File: src/include/burst_bus_defs.svh
// Offsets-free constants for the burst bus control block
`ifndef BURST_BUS_DEFS_SVH
`define BURST_BUS_DEFS_SVH
`define CHECKSUM_WORDS 4'h8
`define SELF_TEST_CYCLES 8'h20
`define HOLD_FLOAT_CYCLES 2'h1
`endif

File: src/include/burst_bus_pkg.sv
// Types shared by the burst bus control block
package burst_bus_pkg;
    typedef enum logic [2:0] {
        ST_IDLE,
        ST_ADDR,
        ST_DATA,
        ST_WAIT,
        ST_FLOAT,
        ST_HOLD
    } bus_state_t;
    typedef enum logic [2:0] {
        INIT_TEST,
        INIT_READ,
        INIT_DONE,
        INIT_FAIL
    } init_state_t;
    // Core request for one burst
    typedef struct packed {
        logic valid;
        logic [2:0] start_word;
        logic [1:0] beats_m1;
        logic [1:0] lanes;
    } burst_req_t;
    // Pin-facing output group
    typedef struct packed {
        logic [1:0] byte_lane_enables_n;
        logic burst_final_beat_n;
        logic [2:0] burst_word_address;
        logic bus_grant_ack;
    } bus_pins_t;
endpackage

File: src/verilog/burst_bus_ctrl.sv
// Burst bus control: lane enables, burst-last, hold, init failure
//
// Contract
// - Sample lock pin during reset; low at release enters float mode.
// - In float mode every output stays high impedance until next reset.
// - Upper lane enable qualifies bits 15:8, lower enable bits 7:0.
// - Each data cycle enables only participating lanes, two at most.
// - Init failure shows burst-last asserted with both lane enables off.
// - Failure shows only after reset release, before first transaction.
// - Failure held during self-test, dropped when self-test passes.
// - After self-test read first eight words, sum must be zero.
// - Nonzero sum asserts failure again and keeps it asserted.
// - Zero sum continues initialisation with failure deasserted.
// - Grant: float bus lines, then raise acknowledge, then hold state.
// - Request removed: drop acknowledge, go to idle or address; here always to idle first.
// - Acknowledge driven except in float mode, low during reset.
// - Burst-last low in final data cycle and its wait cycles.
// - No ready in data cycle adds a wait cycle until ready.
// - Word address increments on each beat of a burst.
`timescale 1ns/1ps
`include "burst_bus_defs.svh"
module burst_bus_ctrl #(
    parameter int TEST_CYCLES = `SELF_TEST_CYCLES
) (
    input wire logic core_clk,
    input wire logic srst,
    input wire logic lock_n_pin,
    input wire logic hold_req_pin,
    input wire logic ready_n_pin,
    input wire logic [15:0] read_data,
    input wire logic self_test_ok,
    input wire burst_bus_pkg::burst_req_t req,
    output logic req_ready,
    output logic init_done,
    output logic emulator_float_mode,
    output logic [1:0] byte_lane_enables_n,
    output logic [1:0] byte_lane_enables_oe,
    output logic burst_final_beat_n,
    output logic burst_final_beat_oe,
    output logic [2:0] burst_word_address,
    output logic burst_word_address_oe,
    output logic bus_grant_ack,
    output logic bus_grant_ack_oe,
    output logic bus_float
);
    burst_bus_pkg::bus_state_t st_r, st_nxt;
    burst_bus_pkg::init_state_t ini_r, ini_nxt;
    burst_bus_pkg::bus_pins_t pins_r, pins_nxt;
    logic lock_n_s, hold_s, ready_n_s;
    logic [7:0] test_cnt_r;
    logic [3:0] word_cnt_r;
    logic [15:0] sum_r;
    logic [1:0] beats_left_r;
    logic [1:0] lanes_r;
    logic [2:0] addr_r;
    logic float_r;
    logic rd_first_r;
    logic test_end, read_beat, last_beat, fail_show, grant, start;

    pin_sync #(.WIDTH(1)) u_sync (
        .core_clk(core_clk),
        .srst(srst),
        .pin_in(ready_n_pin),
        .pin_out(ready_n_s)
    );
    // Hold request is active high, synchronised apart since it idles low
    logic hold_m_r;
    always_ff @(posedge core_clk)
    begin
        hold_m_r <= srst ? 1'b0 : hold_req_pin;
        hold_s <= srst ? 1'b0 : hold_m_r;
    end
    // Lock stages stay unreset: the pin must be seen while reset is applied
    logic lock_m_r;
    always_ff @(posedge core_clk)
    begin
        lock_m_r <= lock_n_pin;
        lock_n_s <= lock_m_r;
    end

    // Float latch: the lock level seen during reset is held, so the last
    // sampled value at release decides the mode
    logic lock_seen_r;
    always_ff @(posedge core_clk)
    begin
        if (srst)
            lock_seen_r <= lock_n_s;
        else
            lock_seen_r <= lock_seen_r;
    end
    logic srst_d_r;
    logic float_set;
    // Float entry decided on the first edge after release
    assign float_set = srst_d_r && !lock_seen_r;
    always_ff @(posedge core_clk)
    begin
        srst_d_r <= srst;
        if (srst)
            float_r <= 1'b0;
        else if (float_set)
            float_r <= 1'b1;
    end

    // Init sequencing decodes
    assign test_end = (test_cnt_r == 8'(TEST_CYCLES - 1));
    assign read_beat = (st_r == burst_bus_pkg::ST_DATA ||
                        st_r == burst_bus_pkg::ST_WAIT) && !ready_n_s;
    assign last_beat = (beats_left_r == 2'h0);
    assign grant = hold_s && (st_r == burst_bus_pkg::ST_IDLE ||
                              (st_r == burst_bus_pkg::ST_DATA ||
                               st_r == burst_bus_pkg::ST_WAIT) &&
                              read_beat && last_beat);
    // Failure only while no transaction has begun, or after a failed self-test or bad sum
    assign fail_show = (ini_r == burst_bus_pkg::INIT_TEST && rd_first_r) ||
                       ini_r == burst_bus_pkg::INIT_FAIL;
    assign start = st_r == burst_bus_pkg::ST_IDLE && !hold_s &&
                   (ini_r == burst_bus_pkg::INIT_READ ||
                    (ini_r == burst_bus_pkg::INIT_DONE && req.valid));

    // Init state machine
    always_comb
    begin
        ini_nxt = ini_r;
        unique case (ini_r)
            burst_bus_pkg::INIT_TEST:
                if (test_end)
                    ini_nxt = self_test_ok ? burst_bus_pkg::INIT_READ
                                           : burst_bus_pkg::INIT_FAIL;
            burst_bus_pkg::INIT_READ:
                if (read_beat && word_cnt_r == `CHECKSUM_WORDS - 4'h1)
                    ini_nxt = (16'(sum_r + read_data) == 16'h0000)
                              ? burst_bus_pkg::INIT_DONE
                              : burst_bus_pkg::INIT_FAIL;
            burst_bus_pkg::INIT_DONE:
                ini_nxt = ini_r;
            burst_bus_pkg::INIT_FAIL:
                ini_nxt = ini_r;
        endcase
    end

    always_ff @(posedge core_clk)
    begin
        if (srst)
        begin
            ini_r <= burst_bus_pkg::INIT_TEST;
            test_cnt_r <= 8'h00;
            word_cnt_r <= 4'h0;
            sum_r <= 16'h0000;
            rd_first_r <= 1'b1;
        end
        else
        begin
            ini_r <= ini_nxt;
            if (ini_r == burst_bus_pkg::INIT_TEST && !test_end)
                test_cnt_r <= test_cnt_r + 8'h01;
            if (ini_r == burst_bus_pkg::INIT_READ && read_beat)
            begin
                word_cnt_r <= word_cnt_r + 4'h1;
                sum_r <= 16'(sum_r + read_data);
            end
            if (test_end)
                rd_first_r <= 1'b0;
        end
    end

    // Bus state machine; hold granted only between transfers
    always_comb
    begin
        st_nxt = st_r;
        unique case (st_r)
            burst_bus_pkg::ST_IDLE:
                if (hold_s)
                    st_nxt = burst_bus_pkg::ST_FLOAT;
                else if (start)
                    st_nxt = burst_bus_pkg::ST_ADDR;
            burst_bus_pkg::ST_ADDR:
                st_nxt = burst_bus_pkg::ST_DATA;
            burst_bus_pkg::ST_DATA, burst_bus_pkg::ST_WAIT:
                if (!read_beat)
                    st_nxt = burst_bus_pkg::ST_WAIT;
                else if (!last_beat)
                    st_nxt = burst_bus_pkg::ST_DATA;
                else if (grant)
                    st_nxt = burst_bus_pkg::ST_FLOAT;
                else
                    st_nxt = burst_bus_pkg::ST_IDLE;
            burst_bus_pkg::ST_FLOAT:
                st_nxt = burst_bus_pkg::ST_HOLD;
            burst_bus_pkg::ST_HOLD:
                if (!hold_s)
                    st_nxt = start ? burst_bus_pkg::ST_ADDR
                                   : burst_bus_pkg::ST_IDLE;
            default:
                st_nxt = burst_bus_pkg::ST_IDLE;
        endcase
    end

    // Next beat values, shared by the trackers and the registered pins
    logic [1:0] beats_nxt, lanes_nxt;
    logic [2:0] addr_nxt;
    logic ld_burst, ld_init, step;
    assign ld_burst = st_r == burst_bus_pkg::ST_ADDR;
    assign ld_init = ini_r == burst_bus_pkg::INIT_READ;
    assign step = read_beat && !last_beat;
    assign beats_nxt = ld_burst ? (ld_init ? 2'h3 : req.beats_m1) :
                       step ? beats_left_r - 2'h1 : beats_left_r;
    assign lanes_nxt = ld_burst ? (ld_init ? 2'h3 : req.lanes) :
                       lanes_r;
    assign addr_nxt = ld_burst ?
                      (ld_init ? {word_cnt_r[2], 2'h0} : req.start_word) :
                      step ? 3'(addr_r + 3'h1) : addr_r;
    // Beat tracking; address advances per accepted beat
    always_ff @(posedge core_clk)
    begin
        if (srst)
        begin
            st_r <= burst_bus_pkg::ST_IDLE;
            beats_left_r <= 2'h0;
            lanes_r <= 2'h0;
            addr_r <= 3'h0;
        end
        else
        begin
            st_r <= st_nxt;
            beats_left_r <= beats_nxt;
            lanes_r <= lanes_nxt;
            addr_r <= addr_nxt;
        end
    end

    // Pin values, registered so each output comes from a flip-flop
    logic in_data;
    assign in_data = st_nxt == burst_bus_pkg::ST_DATA ||
                     st_nxt == burst_bus_pkg::ST_WAIT;
    always_comb
    begin
        pins_nxt.byte_lane_enables_n = 2'h3;
        pins_nxt.burst_final_beat_n = !fail_show;
        pins_nxt.burst_word_address = addr_nxt;
        pins_nxt.bus_grant_ack = st_nxt == burst_bus_pkg::ST_HOLD;
        // Pins show the coming cycle, so the first data cycle is enabled
        if (in_data)
        begin
            // Bit 1 upper lane 15:8, bit 0 lower lane 7:0
            pins_nxt.byte_lane_enables_n = ~lanes_nxt;
            pins_nxt.burst_final_beat_n = beats_nxt != 2'h0;
        end
    end

    always_ff @(posedge core_clk)
    begin
        if (srst)
        begin
            pins_r <= '{2'h3, 1'b1, 3'h0, 1'b0};
            bus_float <= 1'b1;
            req_ready <= 1'b0;
            init_done <= 1'b0;
        end
        else
        begin
            pins_r <= pins_nxt;
            // Lines float one cycle before acknowledge rises
            bus_float <= float_r || float_set ||
                         st_nxt == burst_bus_pkg::ST_FLOAT ||
                         st_nxt == burst_bus_pkg::ST_HOLD;
            req_ready <= start && ini_r == burst_bus_pkg::INIT_DONE;
            init_done <= ini_nxt == burst_bus_pkg::INIT_DONE;
        end
    end

    assign emulator_float_mode = float_r;
    assign byte_lane_enables_n = pins_r.byte_lane_enables_n;
    assign burst_final_beat_n = pins_r.burst_final_beat_n;
    assign burst_word_address = pins_r.burst_word_address;
    assign bus_grant_ack = pins_r.bus_grant_ack;
    // Acknowledge driven except in float mode; others float with the bus
    assign bus_grant_ack_oe = !float_r;
    assign byte_lane_enables_oe = {2{!bus_float}};
    assign burst_final_beat_oe = !bus_float;
    assign burst_word_address_oe = !bus_float;
endmodule

File: src/verilog/pin_sync.sv
// Two flip-flop synchroniser for pin inputs
`timescale 1ns/1ps
module pin_sync #(
    parameter int WIDTH = 1
) (
    input wire logic core_clk,
    input wire logic srst,
    input wire logic [WIDTH-1:0] pin_in,
    output logic [WIDTH-1:0] pin_out
);
    logic [WIDTH-1:0] meta_r;
    // First stage feeds only the second; reset to all ones (inactive)
    always_ff @(posedge core_clk)
    begin
        if (srst)
        begin
            meta_r <= '1;
            pin_out <= '1;
        end
        else
        begin
            meta_r <= pin_in;
            pin_out <= meta_r;
        end
    end
endmodule

File: config.mk
export PLATFORM = sky130hd
export DESIGN_NAME = burst_bus_ctrl
export DESIGN_NICKNAME = d
export VERILOG_FILES = /design/src/include/burst_bus_pkg.sv /design/src/verilog/burst_bus_ctrl.sv /design/src/verilog/pin_sync.sv
export VERILOG_INCLUDE_DIRS = /design/src /design/src/include
export SDC_FILE = /design/constraint.sdc
export NUM_CORES = 1
export LEC_CHECK = 0
export BUFFER_PORTS_ARGS = -buffer_cell sky130_fd_sc_hd__buf_2
export CAP_MARGIN = 15
export CORE_ASPECT_RATIO = 1.25
export CORE_MARGIN = 2
export CORE_UTILIZATION = 37
export CTS_CLUSTER_SIZE = 30
export DETAILED_ROUTE_END_ITERATION = 8
export REMOVE_ABC_BUFFERS = 1
export SYNTH_ARGS = -nofsm -noshare
export SYNTH_HDL_FRONTEND = slang
export SYNTH_SLANG_ARGS = --single-unit
File: constraint.sdc
create_clock -name core_clk -period 3.4 [get_ports core_clk]
set_input_delay 0.17 -clock core_clk [delete_from_list [all_inputs] [get_ports core_clk]]
set_output_delay 0.17 -clock core_clk [all_outputs]
set_load 0.03 [all_outputs]
Yosys cells after proc, flatten, opt, wreduce, memory -nomap -nowiden
Cells that the tools add are included.

Muxes and demuxes: 22. Reduce and logical (&&, ||, !) cells: 39. Add/sub/neg operators: 5. Bitwise logic cells: 2. Equality and inequality tests: 15.

Operators with widths (count): 2-to-1 mux 3 bit (11); equality test 3 x 2 -> 1 bit (second input constant) (7); adder 16 bit (1); logical NOT 16 bit (1); case mux 3 bit (5 select lines) (1); logical AND 1 bit (14); equality test 3 bit (second input constant) (4); 2-to-1 mux 2 bit (6); case mux 3 bit (3 select lines) (1); adder 8 x 1 -> 8 bit (second input constant) (1); equality test 8 x 5 -> 1 bit (second input constant) (1); logical NOT 1 bit (8); logical OR 1 bit (8); equality test 3 x 1 -> 1 bit (second input constant) (2); logical NOT 3 bit (2); OR reduction 2 bit (3); adder 4 x 1 -> 4 bit (second input constant) (1); equality test 4 x 3 -> 1 bit (second input constant) (1); nonzero test 2 bit (2); adder 3 x 1 -> 3 bit (second input constant) (1); 2-to-1 mux 1 bit (3); logical NOT 2 bit (1); NOT 2 bit (1); subtractor 2 x 1 -> 2 bit (second input constant) (1); NOT 1 bit (1).

Word-level logic and storage cells: 107. Bits of input ports: 30. Flip-flop bits (word level): 58. Output and inout bits: 16.

Longest topological paths before layout
Depth in word-level cells: 15. Mapped depth: 11. Depth with buffers taken out: 11.

Hierarchy
From an unflattened synthesis, not the netlist that was laid out.

Cells, all modules: 371. Area, all modules: 3076.7 µm².

By module, submodules not included: burst_bus_ctrl (area each 3024.2 µm², instances 1, cells each 367, seq. area each 1131.1 µm²); pin_sync (area each 52.6 µm², instances 1, cells each 4, seq. area each 40.0 µm²).

Worst setup path before layout
No wires, ideal clock.

Path kind: register -> register. Start point: register sum_r[0]. End point: register ini_r[0]. Arrival: 2.101 ns. Path buffers: 0. Path slack: 1.184 ns. Setup time: 0.115 ns. Data required time: 3.285 ns. Stages on the path, launching flop included: 12. Clock period less this slack: 2.216 ns. Cells stage by stage: dfxtp_1 ha_1 inv_1 fa_1 nor2b_1 o21bai_4 a21oi_2 or2_1 a31oi_1 xnor2_1 nand4b_1 o21a_1.

Cells in the longest elaborated chain, start to end: 5.

Ends and longest elaborated chain: start: declaration (line burst_bus_ctrl.sv:52) `logic [15:0] sum_r;`; start signal: assignment (line burst_bus_ctrl.sv:159) `sum_r <= 16'(sum_r + read_data);`; adder 16 bit (line burst_bus_ctrl.sv:131) `ini_nxt = (16'(sum_r + read_data) == 16'h0000)`; logical NOT 16 bit (line burst_bus_ctrl.sv:131); 2-to-1 mux 1 bit (line burst_bus_ctrl.sv:132) `? burst_bus_pkg::INIT_DONE`; 2-to-1 mux 3 bit (line burst_bus_ctrl.sv:130) `` if (read_beat && word_cnt_r == `CHECKSUM_WORDS - 4'h1) ``; case mux 3 bit (3 select lines) (line burst_bus_ctrl.sv:124) `unique case (ini_r)`; end signal: assignment (line burst_bus_ctrl.sv:145) `ini_r <= burst_bus_pkg::INIT_TEST;`; end signal: assignment (line burst_bus_ctrl.sv:153) `ini_r <= ini_nxt;`; end: declaration (line burst_bus_ctrl.sv:47) `burst_bus_pkg::init_state_t ini_r, ini_nxt;`.

Every way passes these cells. A chain may end at the register's enable or synchronous reset.

Worst setup path after layout
Same ends and word-level chain as after synthesis.

==> summary.txt <==
Clocking
  – Clock transition at path regs: around 70 ps
  – Post-CTS setup buffer count: 0
  – CTS tree: built
  – CTS resizes: 0
  – Clk_lat worst skew: roughly 340 ps
  – H-tree depth: 3
  – Clk sinks: 58
  – Inserted Clock Buffers: 9
  – Bufs on Longest Clock Path: 2
  – CTS Root Cell: clkbuf_8
  – CTS Hold Buffers Added: 2

Timing
  – Skew final: 8.56 ps
  – Final Cycle Share: 72.8%
  – Endpoints failing setup: 0
  – Final Max Slew Viols: 0
  – Tightest Pin Transition: between 700 and 800 ps
  – Peak Freq: ~0.40 GHz
  – Slew HR: 50.5%
  – Final Critical Period: 2480 ps
  – Fin Setup TNS: 0 ps
  – RSZ-0062 raised after global routing: no
  – Final Hold Fails: 0

Global route
  – GRT Total Usage: 15.4%
  – Global-route wire length before repair: 11,300 µm
  – Number of global-route vias before repair: 2,548
  – Grt ovf: 0
  – Largest net degree at the start of global routing: 39
  – Initial antenna violation count: 0

Route
  – Via count: 2,661
  – Router iterations before antenna repair: 4
  – DRT iter0 DRCs: around 100
  – Wirelength per Cell: 13.0 µm
  – DRC viols: 0
  – Number of routed nets with antenna violations: 0
  – Total wire length: 6720 µm
  – Vias per cell: 5.16

Floorplan
  – Die Width: 85.9 µm
  – # IOs: 46
  – Die area: 9150 µm²
  – Num rows: 37
  – Die H: 106 µm
  – Initial Utilization: a little under two fifths
  – Core region area: 8190 µm²

Final layout
  – Area delta synth->final: 17.2%
  – # diodes: 0
  – Share of layout cells above drive strength 1: 18.6%
  – NumNets Final: 464
  – Fin area: 3640 µm²

Run status
  – Run status: finished clean

Synth
  – Sequential cell area fraction in the yosys report: 37.7%
  – Post-synth EDFFs: 1
  – Synth Flop Type: dfxtp_1
  – Largest area contributor in the netlist: dfxtp_1
  – Commonest cells in the netlist: dfxtp_1 (57), nor2_1 (45), nand2_1 (40)
  – Top-count cell post-synth: dfxtp_1
  – Post-Synthesis Mean Instance Area: 8.39 µm²
  – Seq cells post-synth: 58
  – Top post-synthesis cells by area: dfxtp_1 (37%), ha_1 (7.7%), a21oi_1 (6.1%), nor2_1 (5.4%), nand2_1 (4.8%)
  – Top-area cell type share of the netlist area: 36.7%
  – Mapped Cells: 370
  – Mapped cell area: 3110 µm²
  – Asr flop ratio synth: 0%
  – Yosys cell types: 53
  – YS warnings: 0

Placed design
  – Port bufs: 45
  – Post-DP HPWL: 4920 µm
  – Routability Congestion: 0.838
  – Dpl cell area: around 3400 µm²

Worst setup path
  – Crit path required time: about 3600 ps
  – Crit path kind: flop to flop
  – CP Data Arrival Time: 2700 ps
  – CP Capture Type: flop
  – CP max FO: 3
  – Startpoint types: flop

Power
  – PD cells: 447 nW/µm²
  – Max rail drop VDD: about 0.18 mV
  – Lkg Pwr: 1.51 nW

Min path
  – Class of the worst hold path: input pin to flop

Run
  – Max cap viols: 0
## layer usage
metal	wire (µm)	vias up	track usage, %	share of wire, %
met2	3240	48	26.1	48
met3	225	8	3.42	3.4
met1	3140	1220	18.4	47
met5	0	-	0	0
met4	119	0	7.03	1.8
li1	-	1385	-	-
## cell usage in the layout (no fill, tap or decap), types with 6 or more instances in the layout
| master | count |
|---|---|
| nand3_1 | 12 |
| nand2_1 | 40 |
| inv_1 | 14 |
| nor2b_1 | 6 |
| nor2_1 | 45 |
| o21ai_0 | 7 |
| ha_1 | 19 |
| xor2_1 | 13 |
| xnor2_1 | 12 |
| buf_2 | 45 |
| a21oi_1 | 38 |
| nor3_1 | 11 |
| clkbuf_8 | 9 |
| dfxtp_1 | 57 |
## final cells by class
cell class              count  area (µm²)
clock buffers               9         124
fillers                   832        4560
flip-flops and latches     58        1170
well taps                  97         121
multi-input cells         282        1810
repair buffers             49         260
inverters                  14        52.6
clock inverters             7         101
## final timing paths
check	start	end	slack, ps	depth (start not counted)
worst max register to register	sum_r[0]	ini_r[0]	920	11
worst min-delay path	hold_req_pin	hold_m_r	50	2
worst max-delay path	sum_r[0]	ini_r[0]	920	11
worst min register to register	lock_m_r	lock_n_s	340	0
## critical path: stages (launching register included)
cell and delay [ps]:
dfxtp_1 330, ha_1 180, inv_1 60, fa_1 400, nor2b_1 250, o21bai_4 90, nand3b_1 90, a21oi_1 80
xnor2_1 140, nor4_1 320, nand4b_1 210, o21a_1 210
## registers in the layout, indices dropped and copies added, names as in the netlist, 2 cells and up
name and count:
beats_left_r 2, byte_lane_enables_n 2, word_cnt_r 4, lanes_r 2
burst_word_address 3, test_cnt_r 8, sum_r 16, ini_r 3
st_r 3
## power by group
group | total (mW) | switching, mW | internal, mW
sequential | 0.723 | 0.0178 | 0.705
combinational | 0.187 | 0.114 | 0.0725
clock | 0.718 | 0.301 | 0.417
total | 1.63 | 0.433 | 1.19
## kinds of logic after synthesis
group	share of synthesized area, %
DFF	37.7
AOI/OAI and AO/OA	18.3
xor gates and xnor gates	7.05
adders and majority gates	8.30
muxes	0.322
buffers and inverters	4.07
and+or+nand+nor	24.2
## per-stage QoR
step / power [mW] / setup WS (ps) / hold WS, ps / std cells / utilization (%)
2_1_floorplan: 0.859 / 1180 / 198 / 354 / -
4_1_cts: 1.65 / 923 / 38.8 / 516 / 44.4
3_5_place_dp: 0.925 / 941 / 274 / 498 / 41.4
6_report: 1.63 / 923 / 50.3 / 516 / 44.4
5_1_grt: 1.71 / 736 / 39.8 / 516 / 44.4
3_3_place_gp: 0.921 / 1070 / 273 / 498 / 41.4
No activity file was read; power rests on OpenSTA's default activity.
